--- config.mk ---
export PLATFORM = sky130hd
export DESIGN_NAME = dlsi_line_if
export DESIGN_NICKNAME = d
export VERILOG_FILES = /design/src/logic/dlsi_pkg.sv /design/src/logic/dlsi_line_if.sv
export SDC_FILE = /design/constraint.sdc
export NUM_CORES = 1
export LEC_CHECK = 0
export BUFFER_PORTS_ARGS = -buffer_cell sky130_fd_sc_hd__clkbuf_2
export CORE_MARGIN = 4
export CORE_UTILIZATION = 45
export CTS_CLUSTER_SIZE = 14
export DETAILED_ROUTE_END_ITERATION = 8
export HOLD_SLACK_MARGIN = 0.03
export PLACE_DENSITY = 0.68
export RECOVER_POWER = 100
export SLEW_MARGIN = 30
export SYNTH_ARGS = -nofsm -noshare
export SYNTH_HDL_FRONTEND = slang
export SYNTH_SLANG_ARGS = --single-unit
--- constraint.sdc ---
create_clock -name clk -period 6.72 [get_ports clk]
set_clock_uncertainty 0.15 [all_clocks]
set_input_delay 0.336 -clock clk [delete_from_list [all_inputs] [get_ports clk]]
set_output_delay 0.336 -clock clk [all_outputs]
set_load 0.02 [all_outputs]
--- src/logic/dlsi_pkg.sv ---
/*
  Constants, register map and state types of the three-channel line side interface.
  Assumes a 100 MHz system clock and a classic Wishbone master with 32-bit data.
*/
package dlsi_pkg;
  // ==========================================================================
  // Sizes and timing
  localparam int NCH = 3;
  localparam int CTL_W = 9;
  localparam int FIFO_DEPTH = 16;
  localparam int CLK_MHZ = 100;
  localparam int RX_HALF_NS = 10;
  localparam int MON_HALF_NS = 10;
  localparam int RX_HALF_RAW = (RX_HALF_NS * CLK_MHZ + 999) / 1000;
  localparam int MON_HALF_RAW = (MON_HALF_NS * CLK_MHZ + 999) / 1000;
  localparam logic [3:0] RX_HALF_CYC = 4'((RX_HALF_RAW < 1) ? 1 : RX_HALF_RAW);
  localparam logic [3:0] MON_HALF_CYC = 4'((MON_HALF_RAW < 1) ? 1 : MON_HALF_RAW);
  // ==========================================================================
  // Register offsets (byte addresses)
  localparam logic [7:0] ADR_GCTL = 8'h00;
  localparam logic [7:0] ADR_CCTL0 = 8'h04;
  localparam logic [7:0] ADR_STAT0 = 8'h10;
  // ==========================================================================
  // Field positions and reset values
  localparam int GB_LINE_EN = 0;
  localparam int GB_SOFT_RST = 1;
  localparam int CB_OUT_EN = 0;
  localparam int CB_SOFT_RST = 1;
  localparam int CB_RX_INV = 4;
  localparam int CB_TX_INV = 5;
  localparam int CB_RX_RAIL = 6;
  localparam int CB_TX_RAIL = 7;
  localparam int CB_E3 = 8;
  localparam int SB_SIGLOSS = 0;
  localparam int SB_OVERRUN = 1;
  localparam logic [1:0] GCTL_RST = 2'h0;
  localparam logic [CTL_W-1:0] CCTL_RST = 9'h000;
  localparam logic [3:0] B3ZS_KEEP = 4'h8;
  localparam logic [3:0] HDB3_KEEP = 4'h0;
  // ==========================================================================
  // Per-channel state
  typedef struct packed {
    logic [CTL_W-1:0] ctl;
    logic [2:0] sync1;
    logic [2:0] sync2;
    logic prevClk;
    logic [3:0] marks;
    logic lastPol;
    logic bitValid;
    logic bitData;
    logic sigLoss;
    logic overrun;
    logic txNrz;
    logic txNrzValid;
    logic rxPos;
    logic rxNeg;
    logic rxClk;
    logic rxBusy;
    logic [3:0] rxCnt;
    logic monData;
    logic monClk;
    logic monBusy;
    logic [3:0] monCnt;
    logic oe;
  } dlsi_chan_t;
endpackage : dlsi_pkg

--- src/logic/dlsi_line_if.sv ---
/*
  Line side interface: Wishbone register slave, per-channel receive launch, transmit
  sampling and rail decoding, monitor FIFO and monitor clock generation.
  Assumes line clocks well below clk/4 and user-side strobes on the clk domain.
*/
`timescale 1ns/1ps
// ============================================================================
// Monitor FIFO, valid/ready on both sides
module dlsi_fifo #(
  parameter int W = 1,
  parameter int DEPTH = 16
) (
  input wire logic clk, // System clock
  input wire logic rst_n, // Synchronous reset, active low
  input wire logic ce, // Clock enable
  input wire logic inValid, // Write request
  output logic inReady, // Space available
  input wire logic [W-1:0] inData, // Write data
  output logic outValid, // Data available
  input wire logic outReady, // Read request
  output logic [W-1:0] outData // Read data
);
  localparam int AW = $clog2(DEPTH);
  typedef struct packed {
    logic [DEPTH-1:0][W-1:0] mem;
    logic [AW-1:0] wp;
    logic [AW-1:0] rp;
    logic [AW:0] cnt;
  } dlsi_fifo_t;
  dlsi_fifo_t fifo_ff;
  dlsi_fifo_t nxt_fifo;
  logic push;
  logic pop;

  // Flags straight from the count so full and empty never lie
  assign inReady = (fifo_ff.cnt != (AW+1)'(DEPTH));
  assign outValid = (fifo_ff.cnt != '0);
  assign outData = fifo_ff.mem[fifo_ff.rp];
  assign push = inValid & inReady;
  assign pop = outValid & outReady;

  // Pointer and count update
  always_comb begin
    nxt_fifo = fifo_ff;
    if (push) begin
      nxt_fifo.mem[fifo_ff.wp] = inData;
      nxt_fifo.wp = fifo_ff.wp + 1'b1;
    end
    if (pop) begin
      nxt_fifo.rp = fifo_ff.rp + 1'b1;
    end
    nxt_fifo.cnt = fifo_ff.cnt + (AW+1)'(push) - (AW+1)'(pop);
  end

  always_ff @(posedge clk) begin
    if (!rst_n) begin
      fifo_ff <= '0;
    end else if (ce) begin
      fifo_ff <= nxt_fifo;
    end
  end
endmodule : dlsi_fifo

// ============================================================================
// Top level
module dlsi_line_if
  import dlsi_pkg::*;
(
  input wire logic clk, // System clock, 100 MHz
  input wire logic rst_n, // Synchronous reset, active low
  input wire logic ce, // Clock enable, freezes all state when low
  input wire logic wb_cyc_i, // Wishbone cycle
  input wire logic wb_stb_i, // Wishbone strobe
  input wire logic wb_we_i, // Wishbone write
  input wire logic [7:0] wb_adr_i, // Wishbone byte address
  input wire logic [3:0] wb_sel_i, // Wishbone byte enables
  input wire logic [31:0] wb_dat_i, // Wishbone write data
  output logic [31:0] wb_dat_o, // Wishbone read data
  output logic wb_ack_o, // Wishbone acknowledge
  input wire logic [NCH-1:0] rxPosIn, // Receive data or positive rail to launch
  input wire logic [NCH-1:0] rxNegIn, // Receive negative rail to launch
  input wire logic [NCH-1:0] rxStrobe, // Launch one receive bit
  output logic [NCH-1:0] rxLinePosData, // Receive positive rail or NRZ pin
  output logic [NCH-1:0] rxLineNegData, // Receive negative rail pin
  output logic [NCH-1:0] rxLineClock, // Receive line clock pin
  output logic [NCH-1:0] monitorDataOut, // Monitor NRZ data pin
  output logic [NCH-1:0] monitorClockOut, // Monitor clock pin
  output logic [NCH-1:0] lineOe, // Drive enable of the five line output pins
  input wire logic [NCH-1:0] txLinePosData, // Transmit positive rail or NRZ pin
  input wire logic [NCH-1:0] txLineNegOrSigloss, // Transmit negative rail or signal loss
  input wire logic [NCH-1:0] txLineClock, // Transmit line clock pin
  output logic [NCH-1:0] txNrzData, // Decoded transmit bit
  output logic [NCH-1:0] txNrzValid, // Decoded transmit bit strobe
  output logic [NCH-1:0] sigLossOut // Signal loss level in NRZ mode
);
  typedef struct packed {
    logic [1:0] gctl;
    logic ack;
    logic [31:0] rdData;
    dlsi_chan_t [NCH-1:0] chan;
  } dlsi_top_t;

  dlsi_top_t st_ff;
  dlsi_top_t nxt_st;
  logic [NCH-1:0] txEdge;
  logic [NCH-1:0] fifoInReady;
  logic [NCH-1:0] fifoOutValid;
  logic [NCH-1:0] fifoOutData;
  logic [NCH-1:0] fifoInValid;
  logic [NCH-1:0] fifoOutReady;
  logic [NCH-1:0] chanRst;

  // ==========================================================================
  // Monitor FIFOs and output pins
  // three channels
  for (genvar g = 0; g < NCH; g++) begin : gen_ch
    assign chanRst[g] = st_ff.gctl[GB_SOFT_RST] | st_ff.chan[g].ctl[CB_SOFT_RST];
    assign fifoInValid[g] = st_ff.chan[g].bitValid;
    assign fifoOutReady[g] = ~st_ff.chan[g].monBusy;
    dlsi_fifo #(.W(1), .DEPTH(FIFO_DEPTH)) u_fifo (
      .clk(clk),
      .rst_n(rst_n),
      .ce(ce),
      .inValid(fifoInValid[g]),
      .inReady(fifoInReady[g]),
      .inData(st_ff.chan[g].bitData),
      .outValid(fifoOutValid[g]),
      .outReady(fifoOutReady[g]),
      .outData(fifoOutData[g])
    );
    assign rxLinePosData[g] = st_ff.chan[g].rxPos;
    assign rxLineNegData[g] = st_ff.chan[g].rxNeg;
    assign rxLineClock[g] = st_ff.chan[g].rxClk;
    assign monitorDataOut[g] = st_ff.chan[g].monData;
    assign monitorClockOut[g] = st_ff.chan[g].monClk;
    assign lineOe[g] = st_ff.chan[g].oe;
    assign txNrzData[g] = st_ff.chan[g].txNrz;
    assign txNrzValid[g] = st_ff.chan[g].txNrzValid;
    assign sigLossOut[g] = st_ff.chan[g].sigLoss;
  end
  assign wb_dat_o = st_ff.rdData;
  assign wb_ack_o = st_ff.ack;

  // ==========================================================================
  // Next state: bus slave first, so channel events set sticky bits after a clear
  always_comb begin
    logic chRst;
    logic mark;
    logic viol;
    logic outBit;
    logic inv;
    logic [3:0] m;
    logic [7:0] ofs;
    logic wr;
    logic rd;
    dlsi_chan_t keep;
    wr = 1'b0;
    rd = 1'b0;
    keep = '0;
    chRst = 1'b0;
    mark = 1'b0;
    viol = 1'b0;
    outBit = 1'b0;
    inv = 1'b0;
    m = 4'h0;
    ofs = 8'h00;
    nxt_st = st_ff;
    txEdge = '0;
    // Registered ack: one cycle after the request, then dropped for a cycle.
    // Writes land at the edge where the master sees ack; read data is loaded with ack.
    nxt_st.ack = wb_cyc_i & wb_stb_i & ~st_ff.ack;
    wr = st_ff.ack & wb_cyc_i & wb_stb_i & wb_we_i;
    rd = nxt_st.ack & ~wb_we_i;
    if (rd) begin
      nxt_st.rdData = 32'h00000000;
    end
    if (wb_adr_i == ADR_GCTL) begin
      if (wr && wb_sel_i[0]) begin
        nxt_st.gctl = wb_dat_i[1:0];
      end else if (rd) begin
        nxt_st.rdData = {30'h0, st_ff.gctl};
      end
    end
    for (int i = 0; i < NCH; i++) begin
      ofs = 8'(4 * i);
      if (wb_adr_i == ADR_CCTL0 + ofs) begin
        if (wr) begin
          if (wb_sel_i[0]) begin
            nxt_st.chan[i].ctl[7:0] = wb_dat_i[7:0];
          end
          if (wb_sel_i[1]) begin
            nxt_st.chan[i].ctl[CB_E3] = wb_dat_i[CB_E3];
          end
        end else if (rd) begin
          nxt_st.rdData = {23'h0, st_ff.chan[i].ctl};
        end
      end
      if (wb_adr_i == ADR_STAT0 + ofs) begin
        if (wr && wb_sel_i[0] && wb_dat_i[SB_OVERRUN]) begin
          nxt_st.chan[i].overrun = 1'b0; // Write one to clear
        end else if (rd) begin
          nxt_st.rdData = {30'h0, st_ff.chan[i].overrun, st_ff.chan[i].sigLoss};
        end
      end
    end
    // Per-channel datapath
    for (int i = 0; i < NCH; i++) begin
      chRst = chanRst[i];
      nxt_st.chan[i].oe = st_ff.gctl[GB_LINE_EN] & st_ff.chan[i].ctl[CB_OUT_EN] & ~chRst;
      // Pins pass two flops; only the second stage is read
      nxt_st.chan[i].sync1 = {txLineClock[i], txLineNegOrSigloss[i], txLinePosData[i]};
      nxt_st.chan[i].sync2 = st_ff.chan[i].sync1;
      nxt_st.chan[i].prevClk = st_ff.chan[i].sync2[2];
      // rising edge, falling edge when inverted
      txEdge[i] = (st_ff.chan[i].sync2[2] != st_ff.chan[i].prevClk)
                & (st_ff.chan[i].sync2[2] == ~st_ff.chan[i].ctl[CB_TX_INV]);
      nxt_st.chan[i].txNrzValid = 1'b0;
      if (st_ff.chan[i].bitValid && fifoInReady[i]) begin
        nxt_st.chan[i].bitValid = 1'b0;
      end
      // loss level only counts while the rails are off
      nxt_st.chan[i].sigLoss = ~st_ff.chan[i].ctl[CB_TX_RAIL] & st_ff.chan[i].sync2[1];
      if (txEdge[i]) begin
        mark = st_ff.chan[i].sync2[0] | st_ff.chan[i].sync2[1];
        if (st_ff.chan[i].ctl[CB_TX_RAIL]) begin
          // rails pass a four-bit delay so a substitution can be erased
          // a violation is a mark of the same polarity as the mark before it
          viol = mark & (st_ff.chan[i].sync2[0] == st_ff.chan[i].lastPol);
          outBit = st_ff.chan[i].marks[3];
          m = {st_ff.chan[i].marks[2:0], mark};
          if (viol) begin
            m = {st_ff.chan[i].marks[2:0], 1'b0};
            m = m & (st_ff.chan[i].ctl[CB_E3] ? HDB3_KEEP : B3ZS_KEEP);
          end
          nxt_st.chan[i].marks = m;
          if (mark) begin
            nxt_st.chan[i].lastPol = st_ff.chan[i].sync2[0];
          end
        end else begin
          // NRZ data goes straight through, no added latency
          outBit = st_ff.chan[i].sync2[0];
        end
        // both formats meet here; a bit the FIFO has not taken is lost.
        // The overrun set comes after the bus clear, so an event wins over a clear.
        nxt_st.chan[i].overrun = nxt_st.chan[i].overrun | nxt_st.chan[i].bitValid;
        nxt_st.chan[i].bitValid = 1'b1;
        nxt_st.chan[i].bitData = outBit;
        nxt_st.chan[i].txNrz = outBit;
        nxt_st.chan[i].txNrzValid = 1'b1;
      end
      // the clock takes its launch level together with the data and
      // returns after a half period; the idle level is the one just before a launch edge
      inv = st_ff.chan[i].ctl[CB_RX_INV];
      if (rxStrobe[i]) begin
        // positive rail or NRZ leaves on one pin
        nxt_st.chan[i].rxPos = rxPosIn[i];
        // negative rail pin held low without rails
        nxt_st.chan[i].rxNeg = st_ff.chan[i].ctl[CB_RX_RAIL] & rxNegIn[i];
        nxt_st.chan[i].rxClk = inv;
        nxt_st.chan[i].rxBusy = 1'b1;
        nxt_st.chan[i].rxCnt = 4'h0;
      end else if (st_ff.chan[i].rxBusy) begin
        nxt_st.chan[i].rxCnt = st_ff.chan[i].rxCnt + 4'h1;
        if (st_ff.chan[i].rxCnt == RX_HALF_CYC - 4'h1) begin
          nxt_st.chan[i].rxClk = ~inv;
          nxt_st.chan[i].rxBusy = 1'b0;
        end
      end else begin
        nxt_st.chan[i].rxClk = ~inv;
      end
      // monitor bit and rising clock leave together; the clock falls half a
      // period later and stays low a half period plus one clock before the next bit
      if (!st_ff.chan[i].monBusy) begin
        if (fifoOutValid[i]) begin
          nxt_st.chan[i].monData = fifoOutData[i];
          nxt_st.chan[i].monClk = 1'b1;
          nxt_st.chan[i].monBusy = 1'b1;
          nxt_st.chan[i].monCnt = 4'h0;
        end
      end else begin
        nxt_st.chan[i].monCnt = st_ff.chan[i].monCnt + 4'h1;
        if (st_ff.chan[i].monCnt == MON_HALF_CYC - 4'h1) begin
          nxt_st.chan[i].monClk = 1'b0;
        end
        if (st_ff.chan[i].monCnt == {MON_HALF_CYC[2:0], 1'b0} - 4'h1) begin
          nxt_st.chan[i].monBusy = 1'b0;
        end
      end
      // soft reset empties the datapath, drains the monitor FIFO one bit per clock (not cleared), and keeps control and synchronisers
      // so that leaving reset shows no false transmit clock edge
      if (chRst) begin
        keep = nxt_st.chan[i];
        nxt_st.chan[i] = '0;
        nxt_st.chan[i].ctl = keep.ctl;
        nxt_st.chan[i].sync1 = keep.sync1;
        nxt_st.chan[i].sync2 = keep.sync2;
        nxt_st.chan[i].prevClk = keep.prevClk;
      end
    end
  end

  // ==========================================================================
  // State register; ce low freezes everything
  always_ff @(posedge clk) begin
    if (!rst_n) begin
      st_ff <= '0;
    end else if (ce) begin
      st_ff <= nxt_st;
    end
  end

  for (genvar g = 0; g < NCH; g++) begin : gen_chk

  end
endmodule : dlsi_line_if

==> impl_results.rst, run 1 <==
.. list-table::
   :header-rows: 1

   * - Metric
     - Value
   * - Max Transition Viols Final
     - 125
   * - Top library cells by usage in the layout, fill and taps aside
     - dfxtp_1, nand2_1, nor2b_1
   * - Post CTS Setup Buffer Count
     - 0
   * - Number of distinct library cell variants in the gate-level netlist after synthesis
     - 75
   * - Hold buffer count at cts
     - 27
   * - Number of detailed-routing iterations run before antenna repair
     - 6
   * - Final hold violations
     - 0
   * - CP most frequent cell
     - clkbuf_1
   * - Cell row count
     - 61
   * - Sequential share of the synthesized area
     - 39.3%
   * - Tot Pwr
     - 3.86 mW
   * - Highest attainable clock frequency
     - ~210 MHz
   * - Cell Area, Synth
     - 12,600 µm²
   * - Timing startpoint of the critical path
     - ce
   * - Average wire per standard cell
     - around 16 µm
   * - Buffers from clock root to sink, at most
     - 3
   * - First-pass GRT wire length
     - 46,900 µm
   * - Area share of the leading cell type in the synthesized netlist
     - 39.3%
   * - Critical-path top delay cell
     - clkbuf_1
   * - Flop and latch count out of synthesis
     - 248
   * - Number of inserted filler cells in the final layout
     - 2,684
   * - Routability congestion estimate
     - between 0.8 and 0.9
   * - Length in cells of the worst reg-to-reg path
     - 14
   * - Count of inserted antenna diode cells
     - 0
   * - Data arrival at the endpoint of the critical path
     - 5.06 ns
   * - Gate count after technology mapping
     - 1,383
   * - Violations in the final reports
     - capacitance limit, slew limit
   * - Die width
     - 176 µm
   * - Final net count
     - 1,520
   * - Design area
     - approximately 14,000 µm²
   * - Post-layout min period
     - 4.80 ns
   * - Series of cell instances along the critical path
     - clkbuf_1, buf_4, clkinv_1, clkbuf_1, a21oi_1, mux2i_1, nor2b_1
   * - Type of the worst min-delay path
     - primary input to flop
   * - Gr ovfl total
     - 0
   * - Worst-path clk slew
     - 0.06 ns
   * - Clock tree from TritonCTS
     - yes
   * - Delay of the slowest cell on the worst path
     - around 2.3 ns
   * - Remaining max-slew budget at the tightest pin
     - -117%
   * - Portion of the clock cycle consumed by the worst path in the final layout
     - between 70% and 80%
   * - Unrepaired setup endpoints after global routing
     - false
   * - Largest cells by area after synthesis
     - dfxtp_1, mux2i_1, ha_1
   * - Hold_ws
     - 0.0905 ns
   * - Worst reg2reg startpoint
     - gen_ch[2].u_fifo.fifo_ff[2]
   * - Synthesis-to-finish area growth
     - 9.82%
   * - DRC marker count from the first detailed-route iteration
     - about 740
   * - Standby leakage power
     - 5.18 nW
   * - Number of endpoints failing setup at the final stage
     - 0
   * - Level count of the clock H-tree
     - 1
   * - # Max-Cap Violations
     - 3
   * - R2R Path End
     - gen_ch[2].u_fifo.fifo_ff[4]
   * - Most common cell after layout, fill and taps aside
     - dfxtp_1
   * - Result of the run
     - finished, violations left
   * - Total Neg Setup Slack
     - 0 ns
   * - Initial antenna violation count
     - 0
   * - Number of port buffers
     - 102
   * - Async SR Flop Fraction
     - 0%
   * - Power density cells
     - around 280 nW/µm²
   * - Cell Area, Placed
     - around 13,000 µm²
   * - Largest area contributor in the synthesized netlist
     - dfxtp_1
   * - Routed Wire Length
     - 28,000 µm
   * - Average cell area after synthesis
     - 9.14 µm²
   * - Synthesized netlist net count
     - 1,502
   * - Hold_sp
     - rxStrobe[0]
   * - Proportion of layout cells with a drive suffix above 1
     - under 10%
   * - Crit-path max FO
     - 70
   * - Via/cell ratio
     - 5.45
   * - Syn. warnings
     - 0
   * - Critical path launch point type
     - primary input
   * - Slew at the pin closest to its max-slew limit
     - 3.25 ns
   * - Peak VDD IR
     - 0.191 mV
   * - Via count
     - 9,780
   * - Num Clock Sinks
     - 248
   * - Required time of the worst setup path
     - 6.99 ns
   * - Reg2reg setup slack
     - 3.48 ns
   * - Overall die height
     - 176 µm
   * - Cell at the root of the clock tree
     - clkbuf_16
   * - Worst setup path end
     - st_ff[67]
   * - Nature of the critical path endpoint
     - flop
   * - Total core area
     - 27,800 µm²
   * - Remaining routing DRC violations
     - 0
   * - All-Layer GR Usage
     - 17.8%
   * - Vias in the first global route
     - 9,408
   * - Cells resized by post-CTS repair
     - 0
   * - Die area
     - 30,900 µm²
   * - Post-DP HPWL
     - 18,800 µm
   * - Routed Antenna Nets
     - 0
   * - Clock latency reported for the late side of the worst-skew pair
     - 0.53 ns
   * - Number of synthesized flops with an enable pin
     - 0
   * - Initial standard-cell utilization of the core
     - 45.5%
   * - Number of top-level design ports
     - between 100 and 150
   * - Commonest register cell after synthesis
     - dfxtp_1
   * - Type of the worst setup path
     - primary input to flop
   * - Total clock buffers created by CTS
     - 27
   * - Pin count of the biggest net entering global routing
     - 96
[state kept, by name, summed over array words and instances, names as in the netlist]
register / flops
wb_ack_o: 1
rxLinePosData: 3
fifoInValid: 3
st_ff: 101
wb_dat_o: 32
gen_ch.u_fifo.fifo_ff: 87
monitorClockOut: 3
txNrzValid: 3
lineOe: 3
rxLineClock: 3
sigLossOut: 3
rxLineNegData: 3
monitorDataOut: 3
[metrics by stage]
stage / setup WS, ns / std cells / utilization, %
floorplan: 3.88 / 1383 / -
global placement: 3.54 / 1723 / 46.4
detailed placement: 3.53 / 1723 / 46.4
CTS: 3.49 / 1796 / 50.4
global route: 1.61 / 1796 / 50.0
finish: 1.92 / 1796 / 50.0
[where the power goes]
group          internal [mW]  switching (mW)
clock                  0.838           0.585
combinational          0.363           0.403
sequential              1.55           0.118
[Yosys cell counts (9+ instances only)]
library cell    n
a21boi_0       35
a21o_1          9
a21oi_1        31
a22oi_1        12
a31oi_1         9
and2_1         37
and3_1         36
buf_2          15
buf_4          59
clkbuf_1       61
dfxtp_1       248
ha_1           48
inv_1          62
mux2i_1        78
mux4_2          9
nand2_1       113
nand2b_1       20
nand3_1        28
nand4_1        30
nor2_1         33
nor2b_1        83
nor3_1         14
o211ai_1       40
o21a_1         13
o21ai_0        46
o311ai_0       12
o31ai_1        47
o41ai_1        12
xnor2_1        20
[cells by family after synthesis]
logic type,share of synthesized area (%)
mux,7.87
simple gates,20.3
xor+xnor,1.52
compound gates,17.6
buf+inv,8.19
flops,39.3
fa+ha+maj,5.22
[per-layer routing]
| layer | global-route usage (%) | vias to the layer above | part of all wire, % |
|---|---|---|---|
| li1 | - | 4924 | - |
| met1 | 25.0 | 4666 | 48 |
| met2 | 29.0 | 161 | 46 |
| met3 | 2.82 | 29 | 4.3 |
| met4 | 3.70 | 0 | 1.4 |
| met5 | 0 | - | 0 |
[area by class of cell]
class                           count  area [µm²]  area share (%)
Multi-Input combinational cell    927        6620            47.7
Sequential cell                   248        4960            35.7
Clock buffer                       37         773            5.57
Timing Repair Buffer              134         741            5.33
Tap cell                          378         473            3.41
Inverter                           63         236            1.70
Clock inverter                      9        80.1           0.577
[worst max-delay path, delay by kind of cell]
family | cells | cell delay, ns
and+or+nand+nor | 1 | 0.06
AOI/OAI and AO/OA | 1 | 0.71
buffers and inverters | 4 | 3.64
muxes | 1 | 0.27
[how the worst min path moves through the flow]
stage | to | slack [ns] | cells past startpoint
6_report | st_ff[12] | 0.09 | 3
2_1_floorplan | wb_dat_o[5] | 0.28 | 1
3_3_place_gp | wb_dat_o[5] | 0.29 | 1
3_5_place_dp | wb_dat_o[7] | 0.29 | 1
4_1_cts | st_ff[12] | 0.06 | 3
5_1_grt | st_ff[52] | 0.12 | 4
Note: power is estimated with default switching activity, not from simulation.
==> run 2: changes to the inputs <==
clock period = 4.5 ns   (was 6.72 ns; I/O delays follow)
==> impl_results.rst, run 2 (synthesis results as in run 1) <==
.. list-table::
   :header-rows: 1

   * - Metric
     - Value
   * - Initial standard-cell utilization of the core
     - 45.5%
   * - Switching part of the total
     - 28.9%
   * - Clock tree from TritonCTS
     - yes
   * - Pin count of the biggest net entering global routing
     - 103
   * - Portion of total power attributed to sequential cells
     - 42.7%
   * - Average wire per standard cell
     - 15.8 µm
   * - Critical path launch point type
     - primary input
   * - Standby leakage power
     - between 5 and 6 nW
   * - Portion of the clock cycle consumed by the worst path in the final layout
     - between 80% and 90%
   * - Remaining max-slew budget at the tightest pin
     - -57.7%
   * - Num Clock Sinks
     - 248
   * - Peak VDD IR
     - 0.276 mV
   * - Remaining routing DRC violations
     - 0
   * - Cell at the root of the clock tree
     - clkbuf_16
   * - Unrepaired setup endpoints after global routing
     - false
   * - Type of the worst min-delay path
     - primary input to flop
   * - Routed Wire Length
     - 28,500 µm
   * - Synthesis-to-finish area growth
     - 10.8%
   * - Final hold violations
     - 0
   * - Post-DP HPWL
     - 19,100 µm
   * - Power density cells
     - 417 nW/µm²
   * - Final net count
     - ~1.5k
   * - Proportion of layout cells with a drive suffix above 1
     - 8.35%
   * - Slew at the pin closest to its max-slew limit
     - 2.37 ns
   * - Initial antenna violation count
     - 0
   * - Worst-path clk slew
     - 0.07 ns
   * - Comb pwr share
     - 19.8%
   * - Hold buffer count at cts
     - 33
   * - DRC marker count from the first detailed-route iteration
     - 663
   * - Net switching power
     - 1.69 mW
   * - Final worst-path setup slack
     - a little under 0.7 ns
   * - Register area
     - 4960 µm²
   * - Level count of the clock H-tree
     - 1
   * - Buffers from clock root to sink, at most
     - 3
   * - Pre-CTS setup slack
     - approximately 1.3 ns
   * - All-Layer GR Usage
     - about 18%
   * - Number of top-level design ports
     - approximately 130
   * - Clock latency reported for the late side of the worst-skew pair
     - 0.53 ns
   * - Most common cell after layout, fill and taps aside
     - dfxtp_1
   * - Result of the run
     - finished, violations left
   * - Die area
     - 30,900 µm²
   * - Number of detailed-routing iterations run before antenna repair
     - 5
   * - Data arrival at the endpoint of the critical path
     - 4.07 ns
   * - Violations in the final reports
     - capacitance limit, slew limit
   * - Via count
     - between 9k and 10k
   * - Worst reg2reg startpoint
     - gen_ch[2].u_fifo.fifo_ff[3]
   * - Total core area
     - 27,800 µm²
   * - First-pass GRT wire length
     - roughly 47,000 µm
   * - Length in cells of the worst reg-to-reg path
     - 14
   * - Routed Antenna Nets
     - 0
   * - Via/cell ratio
     - 5.46
   * - Worst setup path end
     - st_ff[120]
   * - Top library cells by usage in the layout, fill and taps aside
     - dfxtp_1, nand2_1, nor2b_1
   * - Total internal power
     - 4.15 mW
   * - Overall die height
     - between 150 and 200 µm
   * - Number of port buffers
     - 102
   * - Die width
     - approximately 180 µm
   * - Number of cells on the worst hold path
     - 2
   * - # Max-Cap Violations
     - 1
   * - Number of endpoints failing setup at the final stage
     - 0
   * - Post-layout min period
     - 3.81 ns
   * - Total clock buffers created by CTS
     - 26
   * - Number of inserted filler cells in the final layout
     - 2,679
   * - Crit-path max FO
     - 47
   * - Total Neg Setup Slack
     - 0 ns
   * - Largest register FFs
     - 101
   * - Reg2reg setup slack
     - 1.25 ns
   * - Vias in the first global route
     - 9,190
   * - Post CTS Setup Buffer Count
     - 0
   * - Largest Register
     - st_ff
   * - Gr ovfl total
     - 0
   * - Max Transition Viols Final
     - 48
   * - Hold_ws
     - approximately 0.066 ns
   * - Timing startpoint of the critical path
     - ce
   * - Type of the worst setup path
     - primary input to flop
   * - Required time of the worst setup path
     - 4.76 ns
   * - Count of inserted antenna diode cells
     - 0
   * - Cell row count
     - 61
   * - Area used by multi-input combinational logic
     - between 6000 and 7000 µm²
   * - Routability congestion estimate
     - 0.831
   * - Clk pwr share
     - a little under two fifths
   * - R2R Path End
     - gen_ch[2].u_fifo.fifo_ff[4]
   * - Cells resized by post-CTS repair
     - 0
   * - Nature of the critical path endpoint
     - flop
   * - Highest attainable clock frequency
     - 263 MHz
[run 2: per-stage QoR]
step / util [%] / cells / cell area (µm²) / total power, mW
after detailed placement: 46.4 / 1724 / 12900 / 3.68
after CTS: 50.8 / 1804 / 14100 / 5.91
after global placement: 46.4 / 1724 / 12900 / 3.63
final: 50.4 / 1804 / 14000 / 5.84
after global routing: 50.4 / 1804 / 14000 / 6.18
after floorplan: - / 1383 / 12600 / 3.44
[run 2: how the worst min path moves through the flow]
stage	start	end	slack (ns)
after global placement	wb_dat_o[6]	wb_dat_o[6]	0.29
after CTS	wb_we_i	wb_dat_o[4]	0.06
after floorplan	wb_dat_i[0]	st_ff[120]	0.24
final	rst_n	st_ff[74]	0.07
after detailed placement	wb_dat_o[6]	wb_dat_o[6]	0.30
after global routing	rst_n	st_ff[117]	0.1
[run 2: power by group through the flow]
| stage | Clock [mW] | Sequential (mW) | Combinational, mW |
|---|---|---|---|
| floorplan | 0 | 2.45 | 0.986 |
| CTS | 2.25 | 2.49 | 1.17 |
| detailed placement | 0 | 2.54 | 1.14 |
| global route | 2.35 | 2.52 | 1.32 |
| global placement | 0 | 2.54 | 1.10 |
| finish | 2.19 | 2.49 | 1.15 |
[run 2: cell type report]
cell class | instances | area share, %
Tap cell | 378 | 3.38
Clock buffer | 34 | 5.36
Multi-Input combinational cell | 927 | 47.2
Sequential cell | 248 | 35.4
Timing Repair Buffer | 141 | 5.89
Inverter | 63 | 1.69
Clock inverter | 13 | 1.00
[run 2: critical path: stages]
cell      delay (ns)
clkbuf_1        1.65
clkbuf_1        0.76
and3_1          0.38
nand4_1         0.59
mux2i_1         0.37
nor2b_1         0.07
[run 2: per-layer routing]
layer | vias to the layer above | track usage, % | wire length [µm]
li1 | 4947 | - | -
met1 | 4697 | 26.0 | 14000
met2 | 170 | 28.7 | 13000
met3 | 40 | 2.09 | 987
met4 | 0 | 3.90 | 560
met5 | - | 0 | 0
==> run 3: changes to the inputs <==
clock period = 3.8 ns   (was 4.5 ns; I/O delays follow)
==> impl_results.rst, run 3 (synthesis results as in run 1) <==
.. list-table::
   :header-rows: 1

   * - Metric
     - Value
   * - Number of endpoints failing setup at the final stage
     - 0
   * - Unrepaired setup endpoints after global routing
     - false
   * - Length in cells of the worst reg-to-reg path
     - 14
   * - Total clock buffers created by CTS
     - 27
   * - Level count of the clock H-tree
     - 1
   * - Switching part of the total
     - 28.4%
   * - Hold_ws
     - 0.0818 ns
   * - Met1 Wirelength
     - 13,600 µm
   * - Tot Pwr
     - 6.84 mW
   * - Levels on crit path
     - 14
   * - Number of detailed-routing iterations run before antenna repair
     - 7
   * - Highest attainable clock frequency
     - approximately 310 MHz
   * - Post-layout min period
     - 3.20 ns
   * - Post CTS Setup Buffer Count
     - 0
   * - Number of cells on the worst hold path
     - 4
   * - Die area
     - 30,900 µm²
   * - Total core area
     - between 20,000 and 30,000 µm²
   * - Critical-path top delay cell
     - nor4b_1
   * - Portion of total power attributed to sequential cells
     - 43.2%
   * - Series of cell instances along the critical path
     - inv_1, ha_1, nor4b_1, nor2_1, ha_1, inv_1, ha_1, inv_1, fa_1, nand2b_1, a21oi_1, o21ai_0, a21oi_1, mux2i_1
   * - Count of inserted antenna diode cells
     - 0
   * - Dominant delay contributor by cell family on the critical path
     - adder cells
   * - All-Layer GR Usage
     - approximately 18%
   * - Num Clock Sinks
     - 248
   * - Routed Antenna Nets
     - 0
   * - Comb pwr share
     - 20.1%
   * - Nature of the critical path endpoint
     - flop
   * - Via count
     - about 10k
   * - Number of buffers and inverters on the critical path
     - 3
   * - Type of the worst min-delay path
     - primary input to flop
   * - Largest Register
     - st_ff
   * - Cell row count
     - 61
   * - Number of top-level design ports
     - roughly 130
   * - Reg2reg setup slack
     - between 0.6 and 0.7 ns
   * - Hold_sp
     - wb_adr_i[0]
   * - Required time of the worst setup path
     - 4.10 ns
   * - Non-filler instance count after layout
     - between 1.5k and 2k
   * - Vias in the first global route
     - 9,298
   * - Critical path launch point type
     - flop
   * - Synthesis-to-finish area growth
     - 11.1%
   * - Worst-path clk slew
     - 0.06 ns
   * - Gr ovfl total
     - 0
   * - Remaining max-slew budget at the tightest pin
     - -17.4%
   * - Top library cells by usage in the layout, fill and taps aside
     - dfxtp_1, nand2_1, nor2b_1
   * - Area used by multi-input combinational logic
     - 6650 µm²
   * - Initial antenna violation count
     - 0
   * - Clock latency reported for the late side of the worst-skew pair
     - 0.52 ns
   * - Power density cells
     - 487 nW/µm²
   * - Average wire per standard cell
     - between 15 and 20 µm
   * - Number of port buffers
     - 102
   * - Net switching power
     - 1.94 mW
   * - Final net count
     - 1,534
   * - Instance count after placement with tap cells included
     - 1,728
   * - Worst reg2reg startpoint
     - gen_ch[2].u_fifo.fifo_ff[3]
   * - Number of inserted filler cells in the final layout
     - 2,614
   * - Total internal power
     - approximately 5 mW
   * - # Max-Cap Violations
     - 2
   * - Clock tree from TritonCTS
     - yes
   * - Routed Wire Length
     - 27,900 µm
   * - Sum of met3 wire segment lengths after detailed routing
     - between 1000 and 1500 µm
   * - Delay of the slowest cell on the worst path
     - 0.47 ns
   * - Remaining routing DRC violations
     - 0
   * - Overall die height
     - around 180 µm
   * - Violations in the final reports
     - capacitance limit, slew limit
   * - Final worst-path setup slack
     - 0.601 ns
   * - Standby leakage power
     - 5.26 nW
   * - Worst Hold End
     - st_ff[128]
   * - Portion of the clock cycle consumed by the worst path in the final layout
     - a little over four fifths
   * - R2R Path End
     - gen_ch[2].u_fifo.fifo_ff[4]
   * - Register area
     - 4960 µm²
   * - Initial standard-cell utilization of the core
     - 45.5%
   * - Pin count of the biggest net entering global routing
     - about 110
   * - Result of the run
     - finished, violations left
   * - Post-DP HPWL
     - 19,000 µm
   * - Data arrival at the endpoint of the critical path
     - 3.50 ns
   * - Slew at the pin closest to its max-slew limit
     - between 1.5 and 2 ns
   * - Total Neg Setup Slack
     - 0 ns
   * - Buffers from clock root to sink, at most
     - 3
   * - Uppermost signal routing layer after detailed routing
     - met4
   * - Proportion of layout cells with a drive suffix above 1
     - 8.30%
   * - Pre-CTS setup slack
     - 0.648 ns
   * - Type of the worst setup path
     - flop to flop
   * - Crit-path max FO
     - 4
   * - DRC marker count from the first detailed-route iteration
     - 651
   * - Peak VDD IR
     - roughly 0.34 mV
   * - Most common cell after layout, fill and taps aside
     - dfxtp_1
   * - Final hold violations
     - 0
   * - Max Transition Viols Final
     - around 130
   * - Cell at the root of the clock tree
     - clkbuf_16
   * - Largest register FFs
     - 101
   * - Routability congestion estimate
     - 0.839
   * - Clk pwr share
     - 36.7%
   * - First-pass GRT wire length
     - 47,000 µm
   * - Via/cell ratio
     - 5.43
   * - Die width
     - ~180 µm
   * - Met2 Wirelength
     - between 10,000 and 15,000 µm
-- run 3: cell types whose count changed in the layout (fill, tap and decap cells not counted), moves of 2 or more --
cell           previous run  this run
and2_0                   29        10
and2_1                    8        27
clkbuf_1                 63        71
clkinv_2                  8         3
buf_4                     4         8
dlygate4sd3_1            33        36
clkbuf_2                 40        42
clkinv_8                  2         0
o31ai_1                  49        47
o31ai_2                   0         2
-- run 3: routing by layer --
metal	GRT usage, %	vias up
li1	-	4963
met1	25.4	4661
met2	28.9	181
met3	2.43	33
met4	4.16	0
met5	0	-
-- run 3: how the worst max path moves through the flow --
stage,startpoint,end
floorplan,gen_ch[2].u_fifo.fifo_ff[2],gen_ch[2].u_fifo.fifo_ff[4]
CTS,gen_ch[2].u_fifo.fifo_ff[3],gen_ch[2].u_fifo.fifo_ff[4]
finish,gen_ch[2].u_fifo.fifo_ff[3],gen_ch[2].u_fifo.fifo_ff[4]
detailed placement,gen_ch[2].u_fifo.fifo_ff[3],gen_ch[2].u_fifo.fifo_ff[4]
global route,rst_n,gen_ch[0].u_fifo.fifo_ff[14]
global placement,gen_ch[2].u_fifo.fifo_ff[2],gen_ch[2].u_fifo.fifo_ff[4]
-- run 3: what timing repair did --
item	CTS	global route
hold buffers	36	0
resized for setup	0	0
endpoints found under the hold margin	61	0
-- run 3: per-stage QoR --
| stage | util [%] | area (µm²) |
|---|---|---|
| floorplan | - | 12600 |
| global placement | 46.5 | 12900 |
| detailed placement | 46.5 | 12900 |
| CTS | 50.9 | 14100 |
| global route | 50.6 | 14000 |
| finish | 50.6 | 14000 |
-- run 3: power by group through the flow --
| stage | combinational (mW) | sequential (mW) | clock, mW |
|---|---|---|---|
| finish | 1.38 | 2.95 | 2.51 |
| global route | 1.57 | 2.99 | 2.67 |
| CTS | 1.38 | 2.95 | 2.57 |
| detailed placement | 1.34 | 3.01 | 0 |
| global placement | 1.31 | 3.00 | 0 |
| floorplan | 1.17 | 2.90 | 0 |
-- run 3: cell type report --
| cell class | count | area share (%) |
|---|---|---|
| Multi-Input combinational cell | 927 | 47.3 |
| Sequential cell | 248 | 35.3 |
| Timing Repair Buffer | 148 | 6.26 |
| Clock buffer | 43 | 5.66 |
| Tap cell | 378 | 3.37 |
| Inverter | 63 | 1.68 |
| Clock inverter | 5 | 0.374 |
-- run 3: worst register-to-register path: cells and delay by family, from the launching register on --
| family | cells | cell delay, ns |
|---|---|---|
| adders and majority gates | 4 | 1.00 |
| and+or+nand+nor | 3 | 0.81 |
| AOI/OAI and AO/OA | 3 | 0.47 |
| DFF | 1 | 0.33 |
| buffers and inverters | 3 | 0.19 |
| muxes | 1 | 0.19 |
